$ cat config.mk
export PLATFORM = sky130hd
export DESIGN_NAME = mode_lp_ctrl
export DESIGN_NICKNAME = d
export VERILOG_FILES = /design/src/mode_lp_ctrl.v
export VERILOG_INCLUDE_DIRS = /design/src
export SDC_FILE = /design/constraint.sdc
export NUM_CORES = 1
export LEC_CHECK = 0
export BUFFER_PORTS_ARGS = -buffer_cell sky130_fd_sc_hd__buf_2
export CAP_MARGIN = 40
export CORE_MARGIN = 2
export CORE_UTILIZATION = 59
export DETAILED_ROUTE_END_ITERATION = 10
export GPL_ROUTABILITY_DRIVEN = 1
export PLACE_DENSITY = 0.95
export SLEW_MARGIN = 30
export SYNTH_ARGS = -nofsm -noshare
export SYNTH_HDL_FRONTEND = slang
export SYNTH_SLANG_ARGS = --single-unit
$ cat constraint.sdc
create_clock -name i_clk -period 3.75 [get_ports i_clk]
set_input_delay 0.75 -clock i_clk [delete_from_list [all_inputs] [get_ports i_clk]]
set_output_delay 0.75 -clock i_clk [all_outputs]
set_load 0.01 [all_outputs]
$ cat src/mode_lp_consts.vh
// constants for the mode select and low-power controller
// included by mode_lp_ctrl.v; definitions only
`ifndef MODE_LP_CONSTS_VH
`define MODE_LP_CONSTS_VH
// avalon register word offsets (byte address = 4 * index)
`define REG_CTRL_IDX 2'h0
`define REG_STATUS_IDX 2'h1
`define REG_OPT_IDX 2'h2
// control register fields (stop and wait: write one to start, self clearing; timer ie is held)
`define CTRL_STOP_BIT 0
`define CTRL_WAIT_BIT 1
`define CTRL_TIMER_IE_BIT 2
// option byte one fields
`define OPT1_HALT_CONV_BIT 5
`define OPT1_RESET 8'h00
`define OPT2_RESET 8'h00
// low-power states
`define LP_RUN 3'h0
`define LP_STOP 3'h1
`define LP_HALT 3'h2
`define LP_WAIT 3'h3
`define LP_STAB 3'h4
// boot sequencer states
`define BT_IDLE 3'h0
`define BT_ERASE 3'h1
`define BT_BLANK 3'h2
`define BT_PROG 3'h3
`define BT_VERIFY 3'h4
`define BT_DONE 3'h5
// stabilization delay in bus clock cycles
`define STAB_CYCLES 4064
`define STAB_W 12
// default bootloader erase and blank-verify lengths in bus clock cycles
`define ERASE_CYCLES_DEF 64
`define BLANK_CYCLES_DEF 64
`endif

$ cat src/mode_lp_ctrl.v
// operating mode select, bootloader sequencer and stop/halt/wait control
// assumes one 125 MHz clock, avalon-mm slave, pins synchronised here
//
// Design decisions made here: the Avalon-MM interface to the registers and the register addresses.
`timescale 1ns/1ns
`include "mode_lp_consts.vh"
module mode_lp_ctrl #(
  parameter STAB_COUNT = `STAB_CYCLES,
  parameter ADDR_W = 20,
  parameter ERASE_CYCLES = `ERASE_CYCLES_DEF,
  parameter BLANK_CYCLES = `BLANK_CYCLES_DEF
) (
  input wire i_clk,
  input wire i_rstn,
  input wire i_lvr_active,
  input wire i_irq_high_volt,
  input wire i_irq_n,
  input wire i_capture_input_pin,
  input wire i_erase_program_select_pin,
  input wire [7:0] i_port_a_n,
  input wire i_timer_irq,
  input wire [7:0] i_ext_mem_data,
  input wire i_ee_busy,
  input wire i_ee_verify_ok,
  input wire i_user_ee_wr_req,
  input wire [1:0] i_avs_address,
  input wire i_avs_read,
  input wire i_avs_write,
  input wire [31:0] i_avs_writedata,
  input wire [3:0] i_avs_byteenable,
  output reg [31:0] o_avs_readdata,
  output reg o_avs_waitrequest,
  output reg o_boot_mode,
  output reg o_prog_led,
  output reg o_verify_led,
  output reg [ADDR_W-1:0] o_ext_mem_addr,
  output reg o_ee_wr,
  output reg [ADDR_W-1:0] o_ee_addr,
  output reg [7:0] o_ee_data,
  output reg o_ee_bulk_erase,
  output reg o_user_ee_wr_en,
  output reg o_osc_en,
  output reg o_rc_osc_en,
  output reg o_cpu_bus_clk_en,
  output reg o_timer_clk_en,
  output reg o_int_mask_clr
);
  localparam integer STAB_LAST_I = STAB_COUNT - 1;
  localparam integer ERASE_LAST_I = ERASE_CYCLES - 1;
  localparam integer BLANK_LAST_I = BLANK_CYCLES - 1;
  localparam [`STAB_W-1:0] STAB_LAST = STAB_LAST_I[`STAB_W-1:0];
  localparam [ADDR_W-1:0] ADDR_LAST = {ADDR_W{1'b1}};
  localparam [15:0] ERASE_LAST = ERASE_LAST_I[15:0];
  localparam [15:0] BLANK_LAST = BLANK_LAST_I[15:0];

  // three-stage synchronisers for pins
  reg [2:0] s_hv_r, s_cap_r, s_sel_r, s_irq_r;
  reg hv_r, cap_r, sel_r, irq_n_r;
  wire [7:0] pa_n_r;
  always @(posedge i_clk or negedge i_rstn) begin
    if (!i_rstn) begin
      s_hv_r <= 3'h0;
      s_cap_r <= 3'h0;
      s_sel_r <= 3'h0;
      s_irq_r <= 3'h7;
      hv_r <= 1'b0;
      cap_r <= 1'b0;
      sel_r <= 1'b0;
      irq_n_r <= 1'b1;
    end else begin
      s_hv_r <= {s_hv_r[1:0], i_irq_high_volt};
      s_cap_r <= {s_cap_r[1:0], i_capture_input_pin};
      s_sel_r <= {s_sel_r[1:0], i_erase_program_select_pin};
      s_irq_r <= {s_irq_r[1:0], i_irq_n};
      if (s_hv_r[2] == s_hv_r[1])
        hv_r <= s_hv_r[1];
      if (s_cap_r[2] == s_cap_r[1])
        cap_r <= s_cap_r[1];
      if (s_sel_r[2] == s_sel_r[1])
        sel_r <= s_sel_r[1];
      if (s_irq_r[2] == s_irq_r[1])
        irq_n_r <= s_irq_r[1];
    end
  end
  genvar g;
  generate
    for (g = 0; g < 8; g = g + 1) begin : pa_sync
      reg [2:0] sync_r;
      reg lvl_r;
      always @(posedge i_clk or negedge i_rstn) begin
        if (!i_rstn) begin
          sync_r <= 3'h7;
          lvl_r <= 1'b1;
        end else begin
          sync_r <= {sync_r[1:0], i_port_a_n[g]};
          if (sync_r[2] == sync_r[1])
            lvl_r <= sync_r[1];
        end
      end
      assign pa_n_r[g] = lvl_r;
    end
  endgenerate

  // reset release (external or low-voltage) seen as rising edge of run;
  // filtered like a pin so the pin levels have settled when mode is taken
  reg [2:0] lvr_sync_r;
  reg lvr_r, run_r, mode_done_r;
  wire in_reset = lvr_r;
  always @(posedge i_clk or negedge i_rstn) begin
    if (!i_rstn) begin
      lvr_sync_r <= 3'h7;
      lvr_r <= 1'b1;
      run_r <= 1'b0;
    end else begin
      lvr_sync_r <= {lvr_sync_r[1:0], i_lvr_active};
      if (lvr_sync_r[2] == lvr_sync_r[1])
        lvr_r <= lvr_sync_r[1];
      run_r <= !in_reset;
    end
  end
  wire release_edge = !in_reset && !run_r;

  // option bytes, writable over the bus only in bootloader mode
  reg [7:0] opt1_r, opt2_r;
  reg timer_ie_r;
  wire halt_conv = opt1_r[`OPT1_HALT_CONV_BIT];

  always @(posedge i_clk or negedge i_rstn) begin
    if (!i_rstn) begin
      o_boot_mode <= 1'b0;
      mode_done_r <= 1'b0;
    end else if (in_reset) begin
      mode_done_r <= 1'b0;
    end else if (release_edge && !mode_done_r) begin
      // mode sampled at release of either reset
      o_boot_mode <= hv_r && cap_r;
      mode_done_r <= 1'b1; // held until the next reset
    end
  end

  // bootloader sequencer
  reg [2:0] bt_r;
  reg [15:0] bt_cnt_r;
  reg prog_sel_r, wr_pend_r;
  always @(posedge i_clk or negedge i_rstn) begin
    if (!i_rstn) begin
      bt_r <= `BT_IDLE;
      bt_cnt_r <= 16'h0000;
      prog_sel_r <= 1'b0;
      wr_pend_r <= 1'b0;
      o_prog_led <= 1'b0;
      o_verify_led <= 1'b0;
      o_ext_mem_addr <= {ADDR_W{1'b0}};
      o_ee_wr <= 1'b0;
      o_ee_addr <= {ADDR_W{1'b0}};
      o_ee_data <= 8'h00;
      o_ee_bulk_erase <= 1'b0;
    end else if (in_reset) begin
      bt_r <= `BT_IDLE;
      o_prog_led <= 1'b0;
      o_verify_led <= 1'b0;
      o_ee_wr <= 1'b0;
      o_ee_bulk_erase <= 1'b0;
    end else begin
      o_ee_wr <= 1'b0;
      case (bt_r)
        `BT_IDLE: begin
          if (mode_done_r && o_boot_mode) begin
            prog_sel_r <= sel_r;
            bt_r <= `BT_ERASE;
            bt_cnt_r <= 16'h0000;
            o_prog_led <= 1'b1;
            o_ee_bulk_erase <= 1'b1;
          end
        end
        `BT_ERASE: begin
          bt_cnt_r <= bt_cnt_r + 16'h0001;
          if (bt_cnt_r == ERASE_LAST) begin
            o_ee_bulk_erase <= 1'b0;
            bt_cnt_r <= 16'h0000;
            o_ext_mem_addr <= {ADDR_W{1'b0}};
            wr_pend_r <= 1'b0;
            if (prog_sel_r) begin
              bt_r <= `BT_PROG;
            end else begin
              o_prog_led <= 1'b0;
              bt_r <= `BT_BLANK;
            end
          end
        end
        `BT_BLANK: begin
          bt_cnt_r <= bt_cnt_r + 16'h0001;
          if (bt_cnt_r == BLANK_LAST && i_ee_verify_ok)
            bt_r <= `BT_DONE;
        end
        `BT_PROG: begin
          // copy one byte per write, wait for the array to go idle
          if (!i_ee_busy && !o_ee_wr) begin
            if (!wr_pend_r) begin
              o_ee_wr <= 1'b1;
              o_ee_addr <= o_ext_mem_addr;
              o_ee_data <= i_ext_mem_data;
              wr_pend_r <= 1'b1;
            end else if (o_ext_mem_addr == ADDR_LAST) begin
              o_prog_led <= 1'b0;
              bt_r <= `BT_VERIFY;
            end else begin
              o_ext_mem_addr <= o_ext_mem_addr + {{(ADDR_W-1){1'b0}}, 1'b1};
              wr_pend_r <= 1'b0;
            end
          end
        end
        `BT_VERIFY: begin
          if (!i_ee_busy && i_ee_verify_ok)
            bt_r <= `BT_DONE;
        end
        `BT_DONE: begin
          o_verify_led <= 1'b1;
        end
        default: bt_r <= `BT_IDLE;
      endcase
    end
  end

  // small eeprom stays writable in user mode; main array only in boot
  always @(posedge i_clk or negedge i_rstn) begin
    if (!i_rstn)
      o_user_ee_wr_en <= 1'b0;
    else
      o_user_ee_wr_en <= i_user_ee_wr_req && !in_reset;
  end

  // stabilization counter, held at zero in stop, otherwise wraps every STAB_COUNT cycles
  reg [`STAB_W-1:0] stab_r;
  reg [2:0] lp_r;
  reg stop_req, wait_req;
  wire ext_int = !irq_n_r || !(&pa_n_r);
  always @(posedge i_clk or negedge i_rstn) begin
    if (!i_rstn)
      stab_r <= {`STAB_W{1'b0}};
    else if (lp_r == `LP_STOP)
      stab_r <= {`STAB_W{1'b0}};
    else if (stab_r == STAB_LAST)
      stab_r <= {`STAB_W{1'b0}};
    else
      stab_r <= stab_r + {{(`STAB_W-1){1'b0}}, 1'b1};
  end

  // low-power state machine
  always @(posedge i_clk or negedge i_rstn) begin
    if (!i_rstn) begin
      lp_r <= `LP_RUN;
      o_osc_en <= 1'b1;
      o_rc_osc_en <= 1'b1;
      o_cpu_bus_clk_en <= 1'b0;
      o_timer_clk_en <= 1'b1;
      o_int_mask_clr <= 1'b0;
    end else if (in_reset) begin
      lp_r <= `LP_RUN; // reset also exits every low-power state
      o_osc_en <= 1'b1;
      o_rc_osc_en <= 1'b1;
      o_cpu_bus_clk_en <= 1'b0;
      o_timer_clk_en <= 1'b1;
      o_int_mask_clr <= 1'b0;
    end else begin
      o_int_mask_clr <= 1'b0;
      case (lp_r)
        `LP_RUN: begin
          o_cpu_bus_clk_en <= 1'b1;
          if (stop_req) begin
            o_int_mask_clr <= 1'b1;
            o_cpu_bus_clk_en <= 1'b0;
            if (halt_conv) begin
              lp_r <= `LP_HALT;
            end else begin
              lp_r <= `LP_STOP;
              o_osc_en <= 1'b0;
              o_rc_osc_en <= 1'b0;
              o_timer_clk_en <= 1'b0;
            end
          end else if (wait_req) begin
            o_int_mask_clr <= 1'b1;
            o_cpu_bus_clk_en <= 1'b0;
            lp_r <= `LP_WAIT;
          end
        end
        `LP_STOP: begin
          if (ext_int) begin
            o_osc_en <= 1'b1;
            o_rc_osc_en <= 1'b1;
            // timers run again with the oscillator, bus clock waits
            o_timer_clk_en <= 1'b1;
            lp_r <= `LP_STAB; // counter restarts from zero
          end
        end
        `LP_HALT: begin
          if (ext_int || (timer_ie_r && i_timer_irq))
            lp_r <= `LP_STAB; // remaining free-run count
        end
        `LP_WAIT: begin
          if (ext_int || (timer_ie_r && i_timer_irq)) begin
            o_cpu_bus_clk_en <= 1'b1;
            lp_r <= `LP_RUN;
          end
        end
        `LP_STAB: begin
          if (stab_r == STAB_LAST) begin
            o_timer_clk_en <= 1'b1;
            o_cpu_bus_clk_en <= 1'b1;
            lp_r <= `LP_RUN;
          end
        end
        default: lp_r <= `LP_RUN;
      endcase
    end
  end

  // avalon slave: one wait cycle, answer in the second cycle
  reg ack_r;
  wire req = (i_avs_read || i_avs_write) && !ack_r;
  wire wr_now = i_avs_write && ack_r;
  always @* begin
    stop_req = wr_now && i_avs_address == `REG_CTRL_IDX && i_avs_byteenable[0] &&
      i_avs_writedata[`CTRL_STOP_BIT];
    wait_req = wr_now && i_avs_address == `REG_CTRL_IDX && i_avs_byteenable[0] &&
      i_avs_writedata[`CTRL_WAIT_BIT] && !i_avs_writedata[`CTRL_STOP_BIT];
  end
  always @(posedge i_clk or negedge i_rstn) begin
    if (!i_rstn) begin
      ack_r <= 1'b0;
      o_avs_waitrequest <= 1'b1;
      o_avs_readdata <= 32'h00000000;
      opt1_r <= `OPT1_RESET;
      opt2_r <= `OPT2_RESET;
      timer_ie_r <= 1'b0;
    end else begin
      ack_r <= req;
      o_avs_waitrequest <= !req;
      if (wr_now && i_avs_byteenable[0]) begin
        if (i_avs_address == `REG_CTRL_IDX)
          timer_ie_r <= i_avs_writedata[`CTRL_TIMER_IE_BIT];
        if (i_avs_address == `REG_OPT_IDX && o_boot_mode)
          opt1_r <= i_avs_writedata[7:0];
      end
      if (wr_now && i_avs_byteenable[1] && i_avs_address == `REG_OPT_IDX && o_boot_mode)
        opt2_r <= i_avs_writedata[15:8];
      if (req && i_avs_read) begin
        case (i_avs_address)
          `REG_CTRL_IDX: o_avs_readdata <= {29'h0, timer_ie_r, 2'h0};
          `REG_STATUS_IDX: o_avs_readdata <= {22'h0, bt_r, lp_r, o_verify_led,
            o_prog_led, o_boot_mode, o_cpu_bus_clk_en};
          `REG_OPT_IDX: o_avs_readdata <= {16'h0, opt2_r, opt1_r};
          default: o_avs_readdata <= 32'h00000000;
        endcase
      end
    end
  end
endmodule

# Word-level counts from Yosys, hierarchy flattened
# Index checks and enable logic that the tools add are counted.
# W data, S select, Z words.
op_classes:
  addsub: 3
  n_mul: 0
  n_shift: 0
  muxes: 70
  n_lt_le_gt_ge: 0
  eq_ne: 48
  bitwise: 2
  div: 0
  n_reduce_logical: 63
op_table:
  columns: ["op", "count"]
  rows:
  - ["$pmux W16 S3", 2]
  - ["$mux W20", 4]
  - ["$mux W3", 15]
  - ["$ne A3 B3 Y1 const B", 14]
  - ["$pmux W20 S2", 1]
  - ["$mux W1", 35]
  - ["$mux W16", 2]
  - ["$mux W12", 2]
  - ["$logic_and A1 B1 Y1", 22]
  - ["$add A20 B1 Y20 const B", 1]
  - ["$eq A20 B20 Y1 const B", 1]
  - ["$pmux W3 S6", 1]
  - ["$add A16 B1 Y16 const B", 1]
  - ["$eq A16 B6 Y1 const B", 1]
  - ["$reduce_and A8 Y1", 2]
  - ["$pmux W3 S5", 1]
  - ["$eq A1 B1 Y1", 13]
  - ["$add A12 B1 Y12 const B", 1]
  - ["$eq A12 B12 Y1 const B", 1]
  - ["$eq A3 B2 Y1 const B", 4]
  - ["$ne A2 B2 Y1 const B", 6]
  - ["$reduce_and A3 Y1", 4]
  - ["$reduce_and A4 Y1", 3]
  - ["$reduce_bool A4 Y1", 3]
  - ["other kinds (19)", 46]
word_totals:
  out_inout_bits: 92
  mem_bits_rw: 0
  mem_bits_ro: 0
  wordCells: 239
  in_bits: 67
  latch_bits: 0
  mem_count: 0
  regBits: 199

# Logic depth before layout (Yosys ltp)
# Gate-level depths: netlist (run 1).
logic_depth:
  word_depth: 9
  depth_mapped: 9
  mapped_depth_nobuf: 7

# Least setup slack after synthesis (run 1)
# OpenSTA, ideal clock, no wires.
synth_timing:
  path_kind: "input to register"
  from: "input port i_ee_busy"
  to: "register o_ee_addr[3]"
  setup_time_ns: 0.117
  t_arrival_ns: 1.965
  required_ns: 3.633
  setup_slack_ns: 1.667
  stages: 6
  path_buffers: 2
  path_cell_list: "or2_2 -> or4_1 -> clkbuf_1 -> buf_2 -> nand2_1 -> nand2_1"
synth_between:
  elab_chain_cells: 3
synth_lines:
  columns: ["item", "line", "source"]
  rows:
  - ["start: declaration", "mode_lp_ctrl.v:23", "input wire i_ee_busy,"]
  - ["$logic_not A1 Y1", "mode_lp_ctrl.v:198", "if (!i_ee_busy && !o_ee_wr) begin"]
  - ["$logic_and A1 B1 Y1", "mode_lp_ctrl.v:198", null]
  - ["$reduce_and A4 Y1 (no line)", null, null]
  - ["end signal: assignment", "mode_lp_ctrl.v:155", "o_ee_addr <= {ADDR_W{1'b0}};"]
  - ["end signal: assignment", "mode_lp_ctrl.v:201", "o_ee_addr <= o_ext_mem_addr;"]
  - ["end: declaration", "mode_lp_ctrl.v:38", "output reg [ADDR_W-1:0] o_ee_addr,"]
# Every way passes these cells.
# A chain may end at the register's enable or synchronous reset.

# Worst setup path after layout (run 1)
layout_timing:
  from: "register o_ext_mem_addr[1]"
  to: "register o_prog_led"
layout_between:
  elab_chain_cells: 3
layout_lines:
  columns: ["item", "line", "source"]
  rows:
  - ["start: declaration", "mode_lp_ctrl.v:36", "output reg [ADDR_W-1:0] o_ext_mem_addr,"]
  - ["start signal: assignment", "mode_lp_ctrl.v:153", "o_ext_mem_addr <= {ADDR_W{1'b0}};"]
  - ["start signal: assignment", "mode_lp_ctrl.v:181", "o_ext_mem_addr <= {ADDR_W{1'b0}};"]
  - ["start signal: assignment", "mode_lp_ctrl.v:208", "o_ext_mem_addr <= o_ext_mem_addr + {{(ADDR_W-1){1'b0}}, 1'b1};"]
  - ["$eq A20 B20 Y1", "mode_lp_ctrl.v:204", "end else if (o_ext_mem_addr == ADDR_LAST) begin"]
  - ["$ne A3 B3 Y1 (no line)", null, null]
  - ["$reduce_and A7 Y1 (no line)", null, null]
  - ["end signal: assignment", "mode_lp_ctrl.v:172", "o_prog_led <= 1'b1;"]
  - ["end signal: assignment", "mode_lp_ctrl.v:186", "o_prog_led <= 1'b0;"]
  - ["end signal: assignment", "mode_lp_ctrl.v:205", "o_prog_led <= 1'b0;"]
  - ["end: declaration", "mode_lp_ctrl.v:34", "output reg o_prog_led,"]
# Every way passes these cells.

==> results.md, run 1 <==
- Setup repair bufs after CTS: 0
- Final routed DRC violation total: 0
- TritonCTS buffer count: 17
- Count of clock tree sinks: 183
- Vertical extent of the die: around 120 um
- Ports placed on the boundary: 159
- Required time worst endpoint: just over 4 ns
- Vias in the first global route: 5,636
- Timing-limited maximum frequency: 410 MHz
- Post-synthesis xor/xnor area fraction: about 2.7%
- Remaining antenna violation count: 0
- Core outline area: 12,700 um^2
- Count of state elements after synthesis: approximately 180
- Unrepaired setup endpoints after global routing: no
- Post-detailed-routing wire length: 17.3 mm
- Buffer cell driving the clock tree root: clkbuf_16
- Arrival time of the worst setup path: 2.73 ns
- Antenna diode count: 0
- Hold Buf Count CTS: 0
- Count of cells along the worst register-to-register path: 7
- Initial antenna violation count: 0
- Worst-Margin Slew: 0.809 ns
- Area of the mapped netlist: between 7000 and 8000 um^2
- Die footprint: 14,000 um^2
- Synth cell types: 62
- Share of final-layout standard cells stronger than drive strength 1: between 20 and 30%
- Setup skew after layout: 0.00683 ns
- Iteration count of the initial detailed-routing pass: 6
- Max-cap viol count: 0
- Number of enable flip-flop cells after synthesis: 0
- Sequential area share after synthesis: roughly three fifths
- Worst max-slew margin expressed relative to the limit: 45.9%
- Die Span X: 118 um
- Status: finished, final reports clean
- Clock transition at the registers of the reported paths: 0.06 ns
- Mapped Cells: 698
- Setup slack, reg-to-reg: 1.31 ns
- Multiplexer share of the synthesized area: between 3 and 4%
- Count of buffers inserted at the top-level ports: around 120
- Area fraction in and, or, nand and nor cells after synthesis: 17.6%
- Primary flip-flop cell chosen by synthesis mapping: dfrtp_1
- Critical path peak fanout: 6
- Total track usage: 25.3%
- Design area: 9080 um^2
- Number of nets at the end of the flow: 891
- Maximum number of pins on one net before global-route repair: between 90 and 100
- Fraction of the mapped netlist area in adder cells: 2.18%
- Via count: 5,791
- Row cnt: 41
- Share of the synthesized area in compound gates (AO/OA/AOI/OAI): 10.1%
- Worst Path Class, Setup: reg -> reg
- Average detailed-routed wire length per instance: 17.2 um
- Worst-Skew Late Latency: 0.43 ns
- Resize count post-CTS: 0
- Critical path launch point type: flop
- H-Tree Level Count: 4
- RR Startpoint: o_ext_mem_addr[1]
- Reg2reg end: o_prog_led
- Average instance area after synthesis: 11.0 um^2
- Overflow left after global routing: 0
- Final Hold Viols: 0
- Worst min path class: in -> async
- Async SR Flop Fraction: 100%
- Effective utilization at floorplan: between 60% and 70%
- Final GP Congestion: 0.836
- Final Core Density: between 70% and 80%
- Max rail drop VDD: 0.000353 V
- Worst setup EP type: flop
- Number of max-slew violations in the final report: 0
- Final TNS setup: 0 ns
- Hpwl dp: 11.0 mm
- Area after DPL: 8400 um^2
- Main combinational cell family by area after synthesis: simple AND/OR/NAND/NOR gates
- Area added between synthesis and finish: 17.9%
- Clock period minus final worst setup slack: 2.44 ns
- Detail-routed via count per cell: just under 6
- TritonCTS clock tree: built
- Leak Pwr: 4.51 nW
- Setup violators final: 0
- Fraction of the cycle the final worst path needs: 65.1%
- Wire length of the first global-routing pass: between 20 and 30 mm
- Count of synthesis-stage warnings from yosys: 0
- DRT iter0 DRCs: 570
- Max Buffers Root-to-Sink: 2
- Power Density: between 500 and 600 nW/um^2
[worst max-delay path, cell delays in order, from the launching register on]
cell and delay (ns):
dfrtp_1 0.46, ha_1 0.25, nand4_1 0.23, nor4_4 0.44, a21o_1 0.24, o211ai_1 0.13
o41ai_1 0.44, a21oi_1 0.12
[worst max-delay path by stage]
stage / start / to / slack [ns] / depth (start not counted)
3_3_place_gp: o_ext_mem_addr[0] / o_ext_mem_addr[7] / 1.18 / 7
6_report: o_ext_mem_addr[1] / o_prog_led / 1.31 / 7
4_1_cts: o_ext_mem_addr[1] / o_ext_mem_addr[11] / 1.01 / 7
3_5_place_dp: o_ext_mem_addr[0] / o_ext_mem_addr[11] / 1.09 / 7
5_1_grt: o_ext_mem_addr[0] / o_ext_mem_addr[5] / 1.11 / 8
2_1_floorplan: i_ee_busy / o_ee_addr[3] / 1.67 / 6
[per-layer routing]
| metal | vias to the layer above | routed length (um) | part of all wire (%) | global-route usage, % |
|---|---|---|---|---|
| li1 | 2623 | - | - | - |
| met1 | 2833 | 7000 | 40 | 32.0 |
| met2 | 282 | 8460 | 49 | 40.9 |
| met3 | 53 | 1220 | 7.1 | 5.89 |
| met4 | 0 | 643 | 3.7 | 12.7 |
| met5 | - | 0 | 0 | 0 |
[final cells by class]
| type | instances | area, um^2 |
|---|---|---|
| Clock inverter | 2 | 16.3 |
| Inverter | 13 | 48.8 |
| Tap cell | 172 | 215 |
| Fill cell | 828 | 3590 |
| Timing Repair Buffer | 135 | 757 |
| Sequential cell | 183 | 4630 |
| Multi-Input combinational cell | 471 | 2800 |
| Clock buffer | 29 | 616 |
[kinds of logic after synthesis]
family	count (synthesis)
compound gates	114
xor+xnor	24
fa+ha+maj	16
buf+inv	59
flops	183
mux	21
other cells	1
simple gates	280
[sequential cells by signal, summed over array words and instances, names as in the netlist, 3 cells and up]
signal,flops
pa_sync.sync_r,24
lp_r,3
s_cap_r,3
stab_r,12
s_irq_r,3
o_ee_data,8
o_ee_addr,20
opt2_r,8
o_avs_readdata,16
s_sel_r,3
lvr_sync_r,3
bt_cnt_r,16
o_ext_mem_addr,20
s_hv_r,3
pa_sync.lvl_r,8
opt1_r,8
bt_r,3
[placed cells by master, fill, tap and decap left out, types with 13 or more instances in the layout]
cell type  netlist  routed
xor2_1          14      14
nor2_1          61      61
nand3_1         15      15
o21ai_0         25      25
buf_2            6     123
nand2_1        132     132
o21ai_1         13      13
conb_1           1      16
clkbuf_16        0      21
maj3_1          13      13
nand4_1         14      14
dfstp_2         43      43
dfrtp_1        140     140
mux2_2          19      19
a21oi_1         13      13
[report_power, final]
group	switching (mW)	leakage [nW]	internal [mW]
Clock	0.730	0.309	1.11
Sequential	0.200	2.34	2.19
Combinational	0.389	1.86	0.287
[synth_stat cells, types with 3 or more instances]
library cell,count,area (um^2)
a21oi_1,13,65.1
mux2_2,19,214
xor2_1,14,123
inv_1,12,45.0
buf_4,19,143
nand4_1,14,87.6
nor2_1,61,229
o21ai_0,25,125
nand2b_1,5,31.3
a22oi_1,10,75.1
buf_2,6,30.0
and4_1,5,43.8
o21ai_1,13,65.1
maj3_1,13,130
o31ai_1,10,75.1
clkbuf_1,15,56.3
dfstp_2,43,1130
buf_6,4,45.0
nor2b_1,7,43.8
a22o_1,6,52.6
dfrtp_1,140,3500
o41ai_1,6,52.6
nand2_1,132,495
nand3_1,15,75.1
ha_1,3,37.5
o31ai_2,3,37.5
and3_1,12,75.1
or2_2,3,18.8
and2_1,3,18.8
and3_2,3,22.5
xnor2_1,10,87.6
a31oi_1,12,75.1
[through the flow]
step	cells	power [mW]	setup slack, ns	hold slack, ns
final	1005	4.91	1.31	0.145
after global routing	1005	5.11	1.11	0.144
after CTS	1001	4.91	1.01	0.356
after detailed placement	970	3.05	1.09	0.347
after global placement	969	3.00	1.18	0.333
after floorplan	713	2.83	1.67	0.331
(Power assumes the default switching activity.)
==> run 2: changes to the inputs <==
--- a/config.mk
+++ b/config.mk
@@ -9,10 +9,10 @@
 export BUFFER_PORTS_ARGS = -buffer_cell sky130_fd_sc_hd__buf_2
 export CAP_MARGIN = 40
 export CORE_MARGIN = 2
-export CORE_UTILIZATION = 59
+export CORE_UTILIZATION = 55
 export DETAILED_ROUTE_END_ITERATION = 10
 export GPL_ROUTABILITY_DRIVEN = 1
-export PLACE_DENSITY = 0.95
+export PLACE_DENSITY = 0.9
 export SLEW_MARGIN = 30
 export SYNTH_ARGS = -nofsm -noshare
 export SYNTH_HDL_FRONTEND = slang
==> constraint.sdc (replaced) <==
create_clock -name i_clk -period 2.35 [get_ports i_clk]
set_input_delay 0.47 -clock i_clk [delete_from_list [all_inputs] [get_ports i_clk]]
set_output_delay 0.47 -clock i_clk [all_outputs]
set_load 0.01 [all_outputs]
==> run 2 against run 1 <==
Against the previous run:
- clock-buffer cell count is 9 lower
- critical path depth stayed put
- sequential power is 58% higher
==> results.md, run 2 (same netlist as run 1, synthesis figures left out) <==
- CP max stage delay: 0.54 ns (+0.08 ns)
- Largest registers: pa_sync.sync_r: 24 flops, o_ee_addr: 20 flops, o_ext_mem_addr: 20 flops
- Area added between synthesis and finish: 20.0%
- TritonCTS clock tree: built
- Arrival time of the worst setup path: 2.62 ns (-0.11 ns)
- Total track usage: 22.5% (-2.8 points)
- Area of combinational cells with multiple inputs: 2830 um^2 (+1.1%)
- Status: finished, final reports clean
- CP bufs+invs: 0 (unchanged)
- Row cnt: 43 (+4.9%)
- Buffer cell driving the clock tree root: clkbuf_16
- Core outline area: 13,800 um^2 (+8.7%)
- Fraction of the cycle the final worst path needs: 98.6% (+33 points)
- Count of cells along the worst register-to-register path: 7 (unchanged)
- Initial antenna violation count: 3 (+3)
- Number of max-slew violations in the final report: 0 (unchanged)
- Setup skew after layout: 0.00749 ns (+0.000660 ns)
- Hold slack: 0.00349 ns (-0.142 ns)
- Iteration count of the initial detailed-routing pass: 5 (-1)
- Vias in the first global route: 5,392 (-4.3%)
- Wire length of the first global-routing pass: 26.2 mm (-6.0%)
- Worst-Margin Slew: 0.589 ns (-0.221 ns)
- DRT iter0 DRCs: 441 (-23%)
- Clock period minus final worst setup slack: 2.32 ns (-0.124 ns)
- Via count: 5,825 (+0.59%)
- Final Hold Viols: 0 (unchanged)
- # fillers: 967 (+17%)
- Effective utilization at floorplan: 56.0% (-4.9 points)
- Post-detailed-routing wire length: 17.0 mm (-1.7%)
- Required time worst endpoint: 2.66 ns (-1.38 ns)
- Count of clock tree sinks: 183 (unchanged)
- Worst setup EP type: flop
- Final setup slack of the worst path: 0.0339 ns (-1.28 ns)
- Final routed DRC violation total: 0 (unchanged)
- Count of buffers inserted at the top-level ports: 124 (unchanged)
- Cell breakdown of the critical path: ha_1 -> nand4_1 -> nor4_4 -> a31oi_2 -> o21ai_2 -> o21ai_1 -> o41ai_2
- Most frequent cells in the layout: dfrtp_1 (140), nand2_1 (132), buf_2 (123)
- Die footprint: 15,000 um^2 (+7.0%)
- Share of final-layout standard cells stronger than drive strength 1: 32.1% (+2.2 points)
- H-Tree Level Count: 4 (unchanged)
- Setup slack, reg-to-reg: 0.03 ns (-1.28 ns)
- Worst max-slew margin expressed relative to the limit: 60.7% (+15 points)
- Max-cap viol count: 0 (unchanged)
- Timing-limited maximum frequency: 432 MHz (+5.3%)
- Remaining antenna violation count: 0 (unchanged)
- Hpwl dp: 11.3 mm (+2.7%)
- Final TNS setup: 0 ns (unchanged)
- TritonCTS buffer count: 17 (unchanged)
- Most flop-heavy register: pa_sync.sync_r
- CP max stage cell: o21ai_2
- Setup violators final: 0 (unchanged)
- Max Buffers Root-to-Sink: 2 (unchanged)
- Average detailed-routed wire length per instance: 16.4 um (-5.0%)
- Storage cell area: 4630 um^2 (unchanged)
- Detail-routed via count per cell: 5.60 (-2.8%)
- Power Density: 844 nW/um^2 (+56%)
- Vertical extent of the die: 122 um (+3.5%)
- Number of nets at the end of the flow: 913 (+2.5%)
- Overflow left after global routing: 0 (unchanged)
- Worst min path class: in -> async
- Setup slack at placement: 0.00199 ns (-1.09 ns)
- Worst-Skew Late Latency: 0.42 ns (about the same)
- Clock transition at the registers of the reported paths: 0.06 ns (about the same)
- Final GP Congestion: 0.866 (+3.6%)
- Crit-path leading delay family: compound AO/OA/AOI/OAI gates
- Max rail drop VDD: 0.000514 V (+45%)
- Worst Path Class, Setup: reg -> reg
- Final cell count without fillers: 1,040 (+3.5%)
- Final Core Density: 67.1% (-4.6 points)
- Ports placed on the boundary: 159 (unchanged)
- Number of flip-flops in the largest register: 24 (unchanged)
- RR Startpoint: o_ext_mem_addr[1]
- Leak Pwr: 4.60 nW (+2.1%)
- Reg2reg end: o_ext_mem_addr[5]
- Maximum number of pins on one net before global-route repair: 58 (-37%)
- Critical path launch point type: flop
- Hold Buf Count CTS: 0 (unchanged)
- Most frequent standard cell in the layout excluding fill and tap cells: dfrtp_1
- Cell total after placement: 999 (+3.0%)
- Critical path peak fanout: 11 (+5)
- Die Span X: 122 um (+3.5%)
-- run 2: cell count changes in the layout (fill, tap and decap cells not counted), sizes merged, moves of 2 or more --
cell,previous run,this run
diode,0,4
clkinv,0,5
buf,135,156
clkinvlp,1,3
bufinv,0,3
clkbuf,29,20
-- run 2: timing repair --
action,4_1_cts,5_1_grt
cloned,0,1
endpoints found under the setup margin,12,7
pin swaps,0,3
resized for setup,1,2
setup buffers,0,4
-- run 2: report_power, final --
group	internal (mW)	total (mW)	switching, mW
combinational	0.495	1.14	0.645
clock	1.73	2.88	1.15
sequential	3.49	3.78	0.297
total	5.71	7.80	2.09
-- run 2: stage by stage --
| stage | instance area, um^2 | total power [mW] |
|---|---|---|
| final | 9250 | 7.80 |
| after global routing | 9240 | 8.15 |
| after CTS | 9180 | 7.80 |
| after detailed placement | 8570 | 4.93 |
| after global placement | 8570 | 4.85 |
| after floorplan | 7760 | 4.51 |
-- run 2: layer usage --
layer	vias to the layer above	track usage (%)	wire [um]
li1	2664	-	-
met1	2872	29.8	7180
met2	248	35.8	8350
met3	41	5.95	1010
met4	0	8.62	492
met5	-	0	0
-- run 2: cell type report --
type	instances	share of cell area, %
tap	180	2.44
sequential	183	50.1
inverter	13	0.528
antenna	4	0.108
multi-input combinational	472	30.6
clock inverter	12	1.62
timing repair buffer	156	9.65
clock buffer	20	4.94
-- run 2: how the worst max path moves through the flow --
stage / start / end / cells past startpoint
floorplan: o_ext_mem_addr[0] / o_prog_led / 7
global placement: o_ext_mem_addr[0] / o_ext_mem_addr[7] / 7
detailed placement: o_ext_mem_addr[0] / o_ext_mem_addr[2] / 7
CTS: o_ext_mem_addr[1] / o_ext_mem_addr[4] / 7
global route: o_ext_mem_addr[1] / o_ext_mem_addr[5] / 7
finish: o_ext_mem_addr[1] / o_ext_mem_addr[5] / 7
